===== src/rtl/fxr_ramp_fix_note.sv =====
// no logic here: the ramp generator sits in fxr_ramp.sv


===== src/rtl/fxr_pkg.sv =====
// constants and carrier types for the frequency reference and ramp selector
package fxr_pkg;
    // frequencies in 0.01 Hz units, times in 0.1 s units, limits in 0.1 %
    localparam int          FW            = 16;
    localparam int          TW            = 16;
    localparam int          PW            = 11;
    localparam int          AW            = 12;
    localparam int          DI_N          = 6;
    localparam int          SPAN_W        = 40;
    localparam logic [15:0] FREQ_TOP      = 16'h9c40;
    localparam logic [10:0] PCT_FULL      = 11'h3e8;
    localparam logic [10:0] PCT_TOP       = 11'h442;
    localparam logic [10:0] UPPER_BOTTOM  = 11'h001;
    localparam logic [11:0] ADC_FULL      = 12'hfff;
    localparam logic [15:0] TIME_TOP      = 16'hea60;
    localparam logic [15:0] JOG_TIME_TOP  = 16'h1770;
    // frequency source selection codes
    localparam logic [2:0]  SRC_KEYPAD    = 3'h0;
    localparam logic [2:0]  SRC_AI1       = 3'h1;
    localparam logic [2:0]  SRC_UPDOWN    = 3'h2;
    localparam logic [2:0]  SRC_SERIAL    = 3'h3;
    localparam logic [2:0]  SRC_PID       = 3'h5;
    localparam logic [2:0]  SRC_AI2       = 3'h7;
    // digital input function codes
    localparam logic [5:0]  FN_JOG_FWD    = 6'h06;
    localparam logic [5:0]  FN_JOG_REV    = 6'h07;
    localparam logic [5:0]  FN_TIME_LO    = 6'h0a;
    localparam logic [5:0]  FN_SRC_SWAP   = 6'h0d;
    localparam logic [5:0]  FN_EMERGENCY  = 6'h0e;
    localparam logic [5:0]  FN_TIME_HI    = 6'h1e;
    // time base: one time unit is a tenth of a second
    localparam int          CLK_NS        = 20;
    localparam int          TENTH_NS      = 100_000_000;
    localparam int          CYC_PER_TENTH = TENTH_NS / CLK_NS;
    // emergency stop sequence, gray coded
    typedef enum logic [1:0] {
        FXR_RUN     = 2'b00,
        FXR_HALTING = 2'b01,
        FXR_HALTED  = 2'b11
    } fxr_stop_t;
    typedef struct packed {
        logic [15:0] acc;
        logic [15:0] dec;
    } fxr_pair_t;
    typedef struct packed {
        logic below_min;
        logic sum_err;
        logic limit_err;
        logic halted;
    } fxr_status_t;
endpackage


===== src/rtl/fxr_ramp.sv =====
// linear ramp of the output frequency toward a target
`timescale 1ns/1ps
`default_nettype none
module fxr_ramp
    import fxr_pkg::*;
#(
    parameter int CYC_TENTH = CYC_PER_TENTH
)(
    input  wire logic          clk,
    input  wire logic          rst_n,
    input  wire logic [15:0]   target,
    input  wire fxr_pair_t     times,
    input  wire logic [15:0]   max_freq,
    input  wire logic          preload,
    input  wire logic [15:0]   preload_val,
    output logic      [15:0]   out_freq
);
    logic [SPAN_W-1:0] acc;
    logic [SPAN_W-1:0] span;
    logic [SPAN_W-1:0] next_acc;
    logic [15:0]       t_sel;
    logic              rising;

    generate
        if (CYC_TENTH < 1)
        begin : g_bad
            $error("ramp time base must be at least one cycle");
        end
    endgenerate
    // a full-scale sweep of max_freq spans t_sel tenths of a second
    assign rising   = target > out_freq;
    assign t_sel    = rising ? times.acc : times.dec;
    assign span     = SPAN_W'(t_sel) * SPAN_W'(CYC_TENTH);
    assign next_acc = acc + SPAN_W'(max_freq);

    // step the output by one unit each time the accumulator passes the span
    always_ff @(posedge clk or negedge rst_n)
    begin
        if (!rst_n)
        begin
            out_freq <= 16'h0000;
            acc      <= '0;
        end
        else if (preload)
        begin
            out_freq <= preload_val;
            acc      <= '0;
        end
        else if (out_freq == target)
        begin
            acc <= '0;
        end
        else if (t_sel == 16'h0000)
        begin
            out_freq <= target; // zero time jumps at once
            acc      <= '0;
        end
        else if (next_acc >= span)
        begin
            out_freq <= rising ? out_freq + 16'h0001 : out_freq - 16'h0001;
            acc      <= next_acc - span;
        end
        else
        begin
            acc <= next_acc;
        end
    end
endmodule
`default_nettype wire


===== src/rtl/fxr_freq_ref.sv =====
// frequency reference selection, limiting and ramp time selection
// Functional notes
// - source 3 takes serially written frequency
// - source 5 with PID enabled uses PID
// - source 7 follows input two, else zero
// - mode 0 swaps main/alternative on function 13
// - mode 1 adds main and alternative values
// - mode 1 with equal sources flags error
// - serial setpoint readable, 0.00 to 400.00 Hz
// - power down keeps keypad or serial frequency
// - below minimum: warn, or run at minimum
// - sleeping PID held at lower limit or 0
// - upper 0.1-109.0 %, lower 0.0-109.0 %
// - above lower limit, start from minimum frequency
// - upper below lower flags limit error
// - four time pairs span 0 to 100 %
// - functions 30 and 10 pick time pair
// - auto pair 1 below, pair 4 at/above switch
// - auto switching off when 10/30 assigned
// - jog inputs 6 or 7 use jog frequency
// - jog times span 0 to 100 %
// - function 14 ramps to zero, then halts
// - analog characteristic 0 direct, 1 inverse
// - source codes 0,1,2,3,5,7; 4,6 reserved
`timescale 1ns/1ps
`default_nettype none
module fxr_freq_ref
    import fxr_pkg::*;
#(
    parameter int CYC_TENTH = CYC_PER_TENTH
)(
    input  wire logic                       clk,
    input  wire logic                       rst_n,
    input  wire logic [2:0]                 main_sel,
    input  wire logic [2:0]                 alt_sel,
    input  wire logic                       combo_mode,
    input  wire logic [DI_N-1:0][5:0]       di_func,
    input  wire logic [DI_N-1:0]            digital_input_terminals,
    input  wire logic [15:0]                keypad_freq,
    input  wire logic [15:0]                updown_freq,
    input  wire logic                       serial_wr,
    input  wire logic [15:0]                serial_wdata,
    input  wire logic [15:0]                pid_out,
    input  wire logic [3:0]                 pid_mode,
    input  wire logic                       sleep,
    input  wire logic                       pid_limit_opt,
    input  wire logic [AW-1:0]              analog_input_one,
    input  wire logic [AW-1:0]              analog_input_two,
    input  wire logic [3:0]                 ai2_func,
    input  wire logic                       inverse_char,
    input  wire logic [15:0]                max_freq,
    input  wire logic [15:0]                min_freq,
    input  wire logic                       min_det_opt,
    input  wire logic [10:0]                upper_pct,
    input  wire logic [10:0]                lower_pct,
    input  wire fxr_pair_t [3:0]            time_pairs,
    input  wire logic [15:0]                switch_freq,
    input  wire logic [15:0]                jog_freq,
    input  wire fxr_pair_t                  jog_times,
    input  wire logic [15:0]                estop_time,
    input  wire logic                       run_cmd,
    input  wire logic                       mem_opt,
    input  wire logic                       power_down,
    output logic      [15:0]                out_freq,
    output logic      [15:0]                target,
    output logic      [15:0]                serial_freq,
    output logic      [15:0]                retained_freq,
    output logic      [1:0]                 active_pair,
    output fxr_status_t                     status,
    output logic                            below_min_freq_warning,
    output logic                            same_source_sum_error,
    output logic                            limit_order_error,
    output logic                            emergency_halt_indication
);
    fxr_stop_t   state;
    fxr_stop_t   next_state;
    logic [15:0] raw_main;
    logic [15:0] raw_alt;
    logic [16:0] sum_ref;
    logic [15:0] sel_ref;
    logic [15:0] lim_ref;
    logic [15:0] next_target;
    logic [15:0] upper_freq;
    logic [15:0] lower_freq;
    logic [15:0] pid_val;
    logic        swap_on;
    logic        jog_on;
    logic        estop_on;
    logic        t_lo;
    logic        t_hi;
    logic        manual_pair;
    logic        below_min;
    logic        run_q;
    logic        preload;
    logic [1:0]  next_pair;
    fxr_pair_t   ramp_times;

    generate
        if (CYC_TENTH < 1)
        begin : g_bad
            $error("time base must be at least one cycle");
        end
    endgenerate

    // true when a terminal with function f is assigned and active
    function automatic logic fn_active(input logic [DI_N-1:0][5:0] f_map,
                                       input logic [DI_N-1:0] lvl,
                                       input logic [5:0] f);
        logic hit;
        hit = 1'b0;
        for (int i = 0; i < DI_N; i++)
            hit = hit | (lvl[i] & (f_map[i] == f));
        return hit;
    endfunction

    // true when any terminal carries function f
    function automatic logic fn_assigned(input logic [DI_N-1:0][5:0] f_map,
                                         input logic [5:0] f);
        logic hit;
        hit = 1'b0;
        for (int i = 0; i < DI_N; i++)
            hit = hit | (f_map[i] == f);
        return hit;
    endfunction

    // analog input to frequency, full scale is max frequency
    function automatic logic [15:0] scale_ai(input logic [AW-1:0] ai,
                                             input logic inv,
                                             input logic [15:0] fmax);
        logic [AW-1:0] a;
        logic [27:0]   p;
        a = inv ? ADC_FULL - ai : ai;
        p = 28'(a) * 28'(fmax);
        return 16'(p / 28'(ADC_FULL));
    endfunction

    // percentage of max frequency in tenths of a percent
    function automatic logic [15:0] pct_of(input logic [10:0] pct,
                                           input logic [15:0] fmax);
        logic [26:0] p;
        p = 27'(pct) * 27'(fmax);
        return 16'(p / 27'(PCT_FULL));
    endfunction

    // value of one frequency source
    function automatic logic [15:0] src_value(input logic [2:0] sel,
                                              input logic [15:0] kp,
                                              input logic [15:0] a1,
                                              input logic [15:0] ud,
                                              input logic [15:0] ser,
                                              input logic [15:0] pid,
                                              input logic [15:0] a2);
        case (sel)
            SRC_KEYPAD: return kp;
            SRC_AI1:    return a1;
            SRC_UPDOWN: return ud;
            SRC_SERIAL: return ser;
            SRC_PID:    return pid;
            SRC_AI2:    return a2;
            default:    return 16'h0000;
        endcase
    endfunction

    // limit frequencies from percentages, upper held to its legal range
    always_comb
    begin
        upper_freq = pct_of((upper_pct < UPPER_BOTTOM) ? UPPER_BOTTOM :
                            (upper_pct > PCT_TOP) ? PCT_TOP : upper_pct, max_freq);
        lower_freq = pct_of((lower_pct > PCT_TOP) ? PCT_TOP : lower_pct, max_freq);
    end

    // terminal functions
    assign swap_on  = fn_active(di_func, digital_input_terminals, FN_SRC_SWAP);
    assign jog_on   = fn_active(di_func, digital_input_terminals, FN_JOG_FWD)
                    | fn_active(di_func, digital_input_terminals, FN_JOG_REV);
    assign estop_on = fn_active(di_func, digital_input_terminals, FN_EMERGENCY);
    assign t_lo     = fn_active(di_func, digital_input_terminals, FN_TIME_LO);
    assign t_hi     = fn_active(di_func, digital_input_terminals, FN_TIME_HI);
    assign manual_pair = fn_assigned(di_func, FN_TIME_LO)
                       | fn_assigned(di_func, FN_TIME_HI);

    // PID contribution, bound while sleeping
    always_comb
    begin
        if (!pid_mode[0])
            pid_val = 16'h0000;
        else if (sleep)
            pid_val = pid_limit_opt ? 16'h0000 : lower_freq;
        else
            pid_val = pid_out;
    end

    // source values
    assign raw_main = src_value(main_sel, keypad_freq,
                                scale_ai(analog_input_one, inverse_char, max_freq),
                                updown_freq, serial_freq, pid_val,
                                (ai2_func == 4'h0) ? scale_ai(analog_input_two, inverse_char, max_freq)
                                                   : 16'h0000);
    assign raw_alt  = src_value(alt_sel, keypad_freq,
                                scale_ai(analog_input_one, inverse_char, max_freq),
                                updown_freq, serial_freq, pid_val,
                                (ai2_func == 4'h0) ? scale_ai(analog_input_two, inverse_char, max_freq)
                                                   : 16'h0000);
    assign sum_ref  = 17'(raw_main) + 17'(raw_alt);

    // combine, apply minimum handling and the limit clamp
    always_comb
    begin
        if (combo_mode)
            sel_ref = (sum_ref > 17'(FREQ_TOP)) ? FREQ_TOP : sum_ref[15:0];
        else
            sel_ref = swap_on ? raw_alt : raw_main;
        below_min = sel_ref < min_freq;
        lim_ref   = sel_ref;
        if (below_min)
            lim_ref = min_det_opt ? min_freq : 16'h0000;
        if (lim_ref < lower_freq)
            lim_ref = lower_freq;
        if (lim_ref > upper_freq)
            lim_ref = upper_freq;
    end

    // target for the ramp: halt, stop, jog or reference
    always_comb
    begin
        if (state != FXR_RUN || !run_cmd)
            next_target = 16'h0000;
        else if (jog_on)
            next_target = jog_freq;
        else
            next_target = lim_ref;
    end

    // emergency stop sequence
    always_comb
    begin
        next_state = state;
        case (state)
            FXR_RUN:
                if (estop_on)
                    next_state = FXR_HALTING;
            FXR_HALTING:
                if (out_freq == 16'h0000)
                    next_state = FXR_HALTED;
            FXR_HALTED:
                if (!run_cmd && !estop_on)
                    next_state = FXR_RUN;
            default:
                next_state = FXR_RUN;
        endcase
    end

    always_ff @(posedge clk or negedge rst_n)
    begin
        if (!rst_n)
            state <= FXR_RUN;
        else
            state <= next_state;
    end

    // time pair selection
    always_comb
    begin
        if (manual_pair)
            next_pair = {t_hi, t_lo};
        else if (switch_freq != 16'h0000)
            next_pair = (out_freq >= switch_freq) ? 2'h3 : 2'h0;
        else
            next_pair = 2'h0;
    end

    // ramp times in use
    always_comb
    begin
        if (state == FXR_HALTING)
            ramp_times = '{acc: estop_time, dec: estop_time};
        else if (jog_on && run_cmd)
            ramp_times = jog_times;
        else
            ramp_times = time_pairs[active_pair];
    end

    // start from minimum output frequency on a fresh run
    assign preload = run_cmd && !run_q && state == FXR_RUN && out_freq == 16'h0000
                   && !jog_on && lim_ref > lower_freq && lim_ref > min_freq;

    // registered target, pair and start detection
    always_ff @(posedge clk or negedge rst_n)
    begin
        if (!rst_n)
        begin
            target      <= 16'h0000;
            active_pair <= 2'h0;
            run_q       <= 1'b0;
        end
        else
        begin
            target      <= next_target;
            active_pair <= next_pair;
            run_q       <= run_cmd;
        end
    end

    // serially written setpoint, held within range
    always_ff @(posedge clk or negedge rst_n)
    begin
        if (!rst_n)
            serial_freq <= 16'h0000;
        else if (serial_wr)
            serial_freq <= (serial_wdata > FREQ_TOP) ? FREQ_TOP : serial_wdata;
    end

    // frequency kept at power down
    always_ff @(posedge clk or negedge rst_n)
    begin
        if (!rst_n)
            retained_freq <= 16'h0000;
        else if (power_down)
            retained_freq <= mem_opt ? serial_freq : keypad_freq;
    end

    // warnings and configuration errors
    always_ff @(posedge clk or negedge rst_n)
    begin
        if (!rst_n)
        begin
            below_min_freq_warning    <= 1'b0;
            same_source_sum_error     <= 1'b0;
            limit_order_error         <= 1'b0;
            emergency_halt_indication <= 1'b0;
        end
        else
        begin
            below_min_freq_warning    <= below_min && !min_det_opt;
            same_source_sum_error     <= combo_mode && main_sel == alt_sel;
            limit_order_error         <= upper_pct < lower_pct;
            emergency_halt_indication <= next_state == FXR_HALTED;
        end
    end

    assign status = '{below_min: below_min_freq_warning, sum_err: same_source_sum_error,
                      limit_err: limit_order_error, halted: emergency_halt_indication};

    fxr_ramp #(
        .CYC_TENTH(CYC_TENTH)
    ) u_ramp (
        .clk        (clk),
        .rst_n      (rst_n),
        .target     (target),
        .times      (ramp_times),
        .max_freq   (max_freq),
        .preload    (preload),
        .preload_val(min_freq),
        .out_freq   (out_freq)
    );

    serial_src_a: assert property (@(posedge clk) disable iff (!rst_n)
        main_sel == SRC_SERIAL |-> raw_main == serial_freq)
        else $error("serial source not selected");
    pid_sel_a: assert property (@(posedge clk) disable iff (!rst_n)
        main_sel == SRC_PID && pid_mode[0] && !sleep |-> raw_main == pid_out)
        else $error("pid source not selected");
    ai2_off_a: assert property (@(posedge clk) disable iff (!rst_n)
        main_sel == SRC_AI2 && ai2_func != 4'h0 |-> raw_main == 16'h0000)
        else $error("input two not zero when disabled");
    sum_err_a: assert property (@(posedge clk) disable iff (!rst_n)
        combo_mode && main_sel == alt_sel |=> same_source_sum_error)
        else $error("sum source error missing");
    limit_err_a: assert property (@(posedge clk) disable iff (!rst_n)
        upper_pct < lower_pct |=> limit_order_error)
        else $error("limit order error missing");
    clamp_top_a: assert property (@(posedge clk) disable iff (!rst_n)
        !jog_on |=> target <= $past(upper_freq))
        else $error("target above upper limit");
    auto_pair_a: assert property (@(posedge clk) disable iff (!rst_n)
        !manual_pair && switch_freq != 16'h0000 && out_freq >= switch_freq |=> active_pair == 2'h3)
        else $error("auto pair four not chosen");
    manual_pair_a: assert property (@(posedge clk) disable iff (!rst_n)
        manual_pair |=> active_pair == $past({t_hi, t_lo}))
        else $error("terminal pair not followed");
    jog_ref_a: assert property (@(posedge clk) disable iff (!rst_n)
        jog_on && run_cmd && state == FXR_RUN && !estop_on |=> target == $past(jog_freq))
        else $error("jog frequency not used");
    halt_seq_a: assert property (@(posedge clk) disable iff (!rst_n)
        state == FXR_HALTING && out_freq == 16'h0000 |=> state == FXR_HALTED ##1 emergency_halt_indication)
        else $error("halt not reported");
    retain_a: assert property (@(posedge clk) disable iff (!rst_n)
        power_down |=> retained_freq == $past(mem_opt ? serial_freq : keypad_freq))
        else $error("wrong frequency retained");
endmodule
`default_nettype wire


===== config.mk =====
export PLATFORM = sky130hd
export DESIGN_NAME = fxr_freq_ref
export DESIGN_NICKNAME = d
export VERILOG_FILES = /design/src/rtl/fxr_ramp_fix_note.sv /design/src/rtl/fxr_pkg.sv /design/src/rtl/fxr_ramp.sv /design/src/rtl/fxr_freq_ref.sv
export SDC_FILE = /design/constraint.sdc
export NUM_CORES = 2
export LEC_CHECK = 0
export ABC_CLOCK_PERIOD_IN_PS = 17100
export BUFFER_PORTS_ARGS = -buffer_cell sky130_fd_sc_hd__buf_2
export CAP_MARGIN = 10
export CORE_ASPECT_RATIO = 1.75
export CORE_MARGIN = 4
export CORE_UTILIZATION = 35
export DETAILED_ROUTE_END_ITERATION = 12
export HOLD_SLACK_MARGIN = 0.08
export PLACE_DENSITY_LB_ADDON = 0.15
export SLEW_MARGIN = 0
export SYNTH_ARGS = -nofsm -noshare
export SYNTH_HDL_FRONTEND = slang
export SYNTH_HIERARCHICAL = 1
export SYNTH_SLANG_ARGS = --single-unit

===== constraint.sdc =====
create_clock -name clk -period 17.1 [get_ports clk]
set_clock_uncertainty 0.2 [all_clocks]
set_input_delay 3.42 -clock clk [delete_from_list [all_inputs] [get_ports clk]]
set_output_delay 3.42 -clock clk [all_outputs]
set_load 0.01 [all_outputs]

# == After elaboration in Yosys (flattened, before gate mapping) ==
# Index checks and enable logic that the tools add are counted.
# Widths: inputs -> output; s select.
# totals
reg_bits,113
output_inout_bits,74
in_bits,417
# op_classes
div_mod_pow,4
n_lt_le_gt_ge,15
multipliers,5
n_eq_ne,52
reduce_logical,26
bitwise_logic,78
muxes,43
add_sub_neg,7
# op_table
cell,n
$mux 16,21
$pmux 16 s6,2
$mux 40,4
$eq 6x4->1 const B,18
$mux 32,3
$eq 6x3->1 const B,12
$bmux 32 s2,1
$gt 16x16->1,4
$div 28x12->28 const B,2
$mul 12x16->28,2
$div 27x10->27 const B,2
$mul 11x16->27,2
$or 1x1->1,42
$add 40x16->40,1
$ge 40x39->1,1
$sub 40x39->40,1
$and 1x1->1,36
$eq 6x5->1 const B,6
$mul 16x17->33 const B,1
$mux 11,3
$logic_not 16->1,2
$lt 16x16->1,2
$mux 12,2
$sub 12x12->12 const A,2
30 further kinds,58

# == Logic depth before layout (Yosys ltp) ==
# logic_depth
ltp_word,23
mapped_depth,166
ltp_nobuf,152

# == By module ==
# The synthesis kept the hierarchy.
# modules_own_cells
mod,area_per_inst_um2,cells_per_inst,n_inst
fxr_freq_ref,57338.7,7801,1
fxr_ramp,11129.4,1296,1

# == Worst setup path after synthesis ==
# OpenSTA, ideal clock, no wires.
# synth_path
kind,input -> register
startpoint,in inverse_char
endpoint,reg u_ramp.out_freq[1]
t_arrival_ns,34.720
cell_stages,152
required_time_ns,16.775
setup_ns,0.125
setup_slack_ns,-17.945
n_path_buf,15
path_cell_list,clkbuf_1 > clkbuf_1 > xor2_1 > clkbuf_1 > nand2_1 > fa_1 > inv_1 > fa_1 > fa_1 > inv_1 > fa_1 > inv_1 > fa_1 > ha_1 > buf_2 > or3_1 > and3_1 > a31oi_1 > (+116 left out) > nand2_1 > o21ai_1 > ha_1 > o21ai_0 > nand2b_1 > a21oi_1 > nor2b_1 > o21ai_0 > nand2b_1 > a21oi_1 > nor3_1 > a211oi_1 > nor4_1 > inv_1 > clkbuf_1 > a41oi_1 > buf_2 > mux2_2
# synth_between
elab_chain_cells,20
# synth_rtl
element,line_no,rtl
"start, declared",fxr_freq_ref.sv:50,"input wire logic inverse_char,"
$mux 12,fxr_freq_ref.sv:132,a = inv ? ADC_FULL - ai : ai;
$mul 12x16->28,fxr_freq_ref.sv:133,p = 28'(a) * 28'(fmax);
$div 28x12->28,fxr_freq_ref.sv:134,return 16'(p / 28'(ADC_FULL));
$mux 16,"fxr_freq_ref.sv:197, fxr_freq_ref.sv:202",
$pmux 16 s6,fxr_freq_ref.sv:153,case (sel)
$add 16x16->17,fxr_freq_ref.sv:204,assign sum_ref = 17'(raw_main) + 17'(raw_alt);
$gt 17x16->1,fxr_freq_ref.sv:210,sel_ref = (sum_ref > 17'(FREQ_TOP)) ? FREQ_TOP : sum_ref[15:0];
$mux 16,fxr_freq_ref.sv:210,
(+5 left out),n/a,
$gt 16x16->1,fxr_freq_ref.sv:219,if (lim_ref > upper_freq)
$mux 16 *,fxr_freq_ref.sv:219,
$gt 16x16->1,fxr_freq_ref.sv:285,&& !jog_on && lim_ref > lower_freq && lim_ref > min_freq;
$logic_and 1x1->1,fxr_freq_ref.sv:285,
$logic_and 1x1->1 *,fxr_freq_ref.sv:285,
via preload,fxr_freq_ref.sv:94,logic preload;
$ne 2x2->1 (no source line) / $reduce_bool 3->1 (equally long branches),n/a,
$reduce_and 2->1 (no source line),n/a,
"end signal, assigned",fxr_ramp.sv:46,out_freq <= preload_val;
"end signal, assigned",fxr_ramp.sv:55,out_freq <= target;
"end signal, assigned",fxr_ramp.sv:60,out_freq <= rising ? out_freq + 16'h0001 : out_freq - 16'h0001;
"end, declared",fxr_ramp.sv:16,output logic [15:0] out_freq
# Mark *: on every way through the listed nets, which the timed path passes. The rest lies on a longest branch.
# A chain may end at the register's enable or synchronous reset.

# == Worst setup path in the final report ==
# Same ends and word-level chain as after synthesis.

==> summary.md <==
| Metric | Value |
|---|---|
| Post-route DRC violation count | 0 |
| Max incr delay on CP | 0.59 ns |
| Max Transition Viols Final | 0 |
| Dpl cells | 14600 |
| Cell class contributing the biggest share of worst-path delay | simple AND/OR/NAND/NOR gates |
| Most used DFF post-synth | dfrtp_1 |
| Clock H-tree levels | 4 |
| WL met3 | 19100 µm |
| Port Buffers | 487 |
| Layout cell share with drive strength beyond 1 | 37.1% |
| Multiplexer share of the synthesized area | 4.91% |
| Setup-failing EPs final | 73 |
| Vias/cell | 5.66 |
| Clock Sinks | 113 |
| Crit path required time | 17.31 ns |
| Estimated wirelength of the detail-placed design | 300000 µm |
| Max stage delay cell, worst path | or4_4 |
| Fin nets | 13900 |
| CTS tree | built |
| First-pass GRT wire length | 515000 µm |
| Routed wire length | 348000 µm |
| Synth top area share | 17.4% |
| IO Pins | 491 |
| Die W | 342 µm |
| # hold bufs at CTS | 0 |
| Die Y | 593 µm |
| Via Count | 84400 |
| CP Max Fanout | 11 |
| Synth top area cells | fa_1, ha_1, nand2_1 |
| Setup_tns | -1131.85 ns |
| Storage cell area | 2830 µm² |
| Failing checks | negative setup slack |
| Clock Path Buffers | 3 |
| Worst path setup slack after routing | -16.24 ns |
| Min cycle time layout | 33.34 ns |
| Hold_ws | 0.277 ns |
| Area of the multi-input gates | 65100 µm² |
| Top routing layer in use | met5 |
| Pre-antenna DRT Iters | 7 |
| Synthesized Nets | 10700 |
| GRT overflow | 0 |
| Fmax | 0.0300 GHz |
| DR WL/cell | 23.3 µm |
| Core footprint | 194000 µm² |
| Synth Area in XOR/XNOR | 5.37% |
| Clk root buf | clkbuf_16 |
| Number of global-route vias before repair | 88700 |
| Clk_lat worst skew | 0.57 ns |
| Pin count of the biggest net entering global routing | 63 |
| Syn-to-layout area delta | 48.5% |
| Post-Synth Simple-Gate Area | 25.1% |
| Max Cap Viol | 0 |
| Synth Cell Area | 68500 µm² |
| Initial antenna violation count | 76 |
| Average size of a mapped cell | 7.53 µm² |
| Routed wl met2 | 178000 µm |
| Sequential share of the synthesized area | 4.13% |
| Ys Warns | 6 |
| Final ANT Viol Nets | 0 |
| Endpoints failing hold | 0 |
| Slew margin rel. | 17.4% |
| Largest family of logic cells by synthesized area | adder cells |
| Complex-gate fraction of the synthesized area | 24.6% |
| Unrepaired setup endpoints after global routing | true |
| Synth async-reset ratio | 100% |
| Buf+Inv Stages, Crit Path | 48 |
| Syn Inst Count | 9097 |
| Worst min path class | register to register |
| Synth Area in Adders | 28.8% |
| Finished Layout Cells | 14900 |
| CP arrival | 33.55 ns |
| Post-synth cell types | 131 |
| Worst Setup Path Type | primary input to register |
| Number of synthesized flops with an enable pin | 0 |
| FF+latch count, synth | 113 |
| Metal-1 WL | 115000 µm |
| Initial DRC Count | 4196 |
| Routability Congestion | 1.05 |
| Status | finished with violations |
| CP endpoint kind | register |
| Clock Pin Slew Worst Setup and Hold Paths | 0.06 ns |
| Fin crit share | 195% |
| Starting Density | 35.2% |
| Cell mode on critical path | buf_4 |
| Post-synthesis cell type with the largest combined area | fa_1 |
| Overall Global Routing Usage | 33.1% |
| Worst slack at placement | -18.53 ns |
| Fill cell count | 19200 |
| Die footprint | 203000 µm² |
| Row Count | 214 |
| CP Launch Type | primary input |
| Total CTS buffers | 25 |
| Worst-margin pin slew | 1.20 ns |
-- through the flow --
| stage | utilization (%) | cell area, µm² |
|---|---|---|
| floorplan | - | 69600 |
| global placement | 49.1 | 95500 |
| detailed placement | 49.1 | 95500 |
| CTS | 51.0 | 99200 |
| global route | 52.3 | 102000 |
| finish | 52.3 | 102000 |
-- synthesized netlist by cell type, drive strengths merged (35+ instances only) --
cell type / instances
a2111oi: 37
a211o: 40
a211oi: 130
a21boi: 37
a21o: 138
a21oi: 520
a22oi: 40
a311oi: 35
a31oi: 161
and2: 280
and3: 180
and4: 46
buf: 72
clkbuf: 327
dfrtp: 113
fa: 595
ha: 615
inv: 864
mux2: 73
mux2i: 131
mux4: 54
nand2: 1141
nand2b: 99
nand3: 251
nand4: 142
nor2: 540
nor2b: 89
nor3: 205
nor4: 120
o2111ai: 41
o211a: 38
o211ai: 132
o21a: 89
o21ai: 432
o21bai: 36
o221ai: 41
o22ai: 58
o31ai: 60
or2: 74
or3: 75
or4: 52
xnor2: 259
xor2: 159
-- what timing repair did --
item	4_1_cts	5_1_grt
setup endpoints to repair	73	73
resized for setup	412	391
buffers inserted	143	84
pin swaps	178	195
cloned	3	2
-- worst reg2reg max path, delay by kind of cell (launching register included) --
kind            cells  cell delay (ns)
compound gates     23             4.09
xor+xnor            1             0.15
fa+ha+maj           5             1.35
buf+inv            34             4.06
flops               1             0.54
mux                 3             0.88
simple gates       18             2.98
-- metal layers --
layer,global-route usage [%],up-vias
met4,26.6,52
li1,-,39300
met1,31.1,41000
met3,6.19,1246
met5,0,-
met2,62.1,2745
-- worst paths after layout --
path | start | end | slack (ns) | depth (start not counted)
worst max-delay path | inverse_char | u_ramp/out_freq[1] | -16.24 | 152
worst min-delay path | state[1] | state[0] | 0.28 | 1
worst max register to register | serial_freq[0] | u_ramp/out_freq[1] | 2.72 | 84
worst min register to register | state[1] | state[0] | 0.28 | 1
max in group asynchronous | rst_n | active_pair[0] | 12.55 | 2
min in group asynchronous | rst_n | u_ramp/out_freq[0] | 2.68 | 1
-- state kept, by name, summed over array words and instances, names as in the netlist --
name,count
active_pair,2
below_min_freq_warning,1
emergency_halt_indication,1
limit_order_error,1
retained_freq,16
run_q,1
same_source_sum_error,1
serial_freq,16
state,2
target,16
u_ramp/acc,40
u_ramp/out_freq,16
-- layout by cell type (no fill, tap or decap), types with 82 or more instances in the layout --
master and instances:
buf_4 2963, nand2_1 1114, inv_1 849, ha_1 591, fa_1 584, nor2_1 503, buf_2 484, a21oi_1 417
o21ai_0 313, and2_1 254, xnor2_1 246, nand3_1 221, nor3_1 169, and3_1 169, xor2_1 144, nand4_1 141
a31oi_1 138, a21o_1 131, o211ai_1 129, mux2i_1 117, dfrtp_1 112, nand2b_1 99, a211oi_1 88, a21oi_2 86
o21a_1 83, o21ai_1 82, nor2b_1 82
-- cells by family (layout without fill, tap and decap cells) --
group | count (synthesis) | after routing
buffers and inverters | 1266 | 4454
and+or+nand+nor | 3402 | 3402
other | 0 | 31
muxes | 258 | 258
AOI/OAI and AO/OA | 2421 | 2421
xor gates and xnor gates | 418 | 418
adders and majority gates | 1219 | 1219
DFF | 113 | 113
-- area by class of cell --
class / instances / share of cell area, %
Multi-Input combinational cell: 7718 / 64.1
Antenna cell: 31 / 0.0763
Tap cell: 2592 / 3.19
Timing Repair Buffer: 3556 / 26.0
Inverter: 867 / 3.21
Sequential cell: 113 / 2.78
Clock buffer: 31 / 0.687
Power is not shown: default switching activity piles up to over one toggle a cycle in this logic, so the estimate is an artifact.
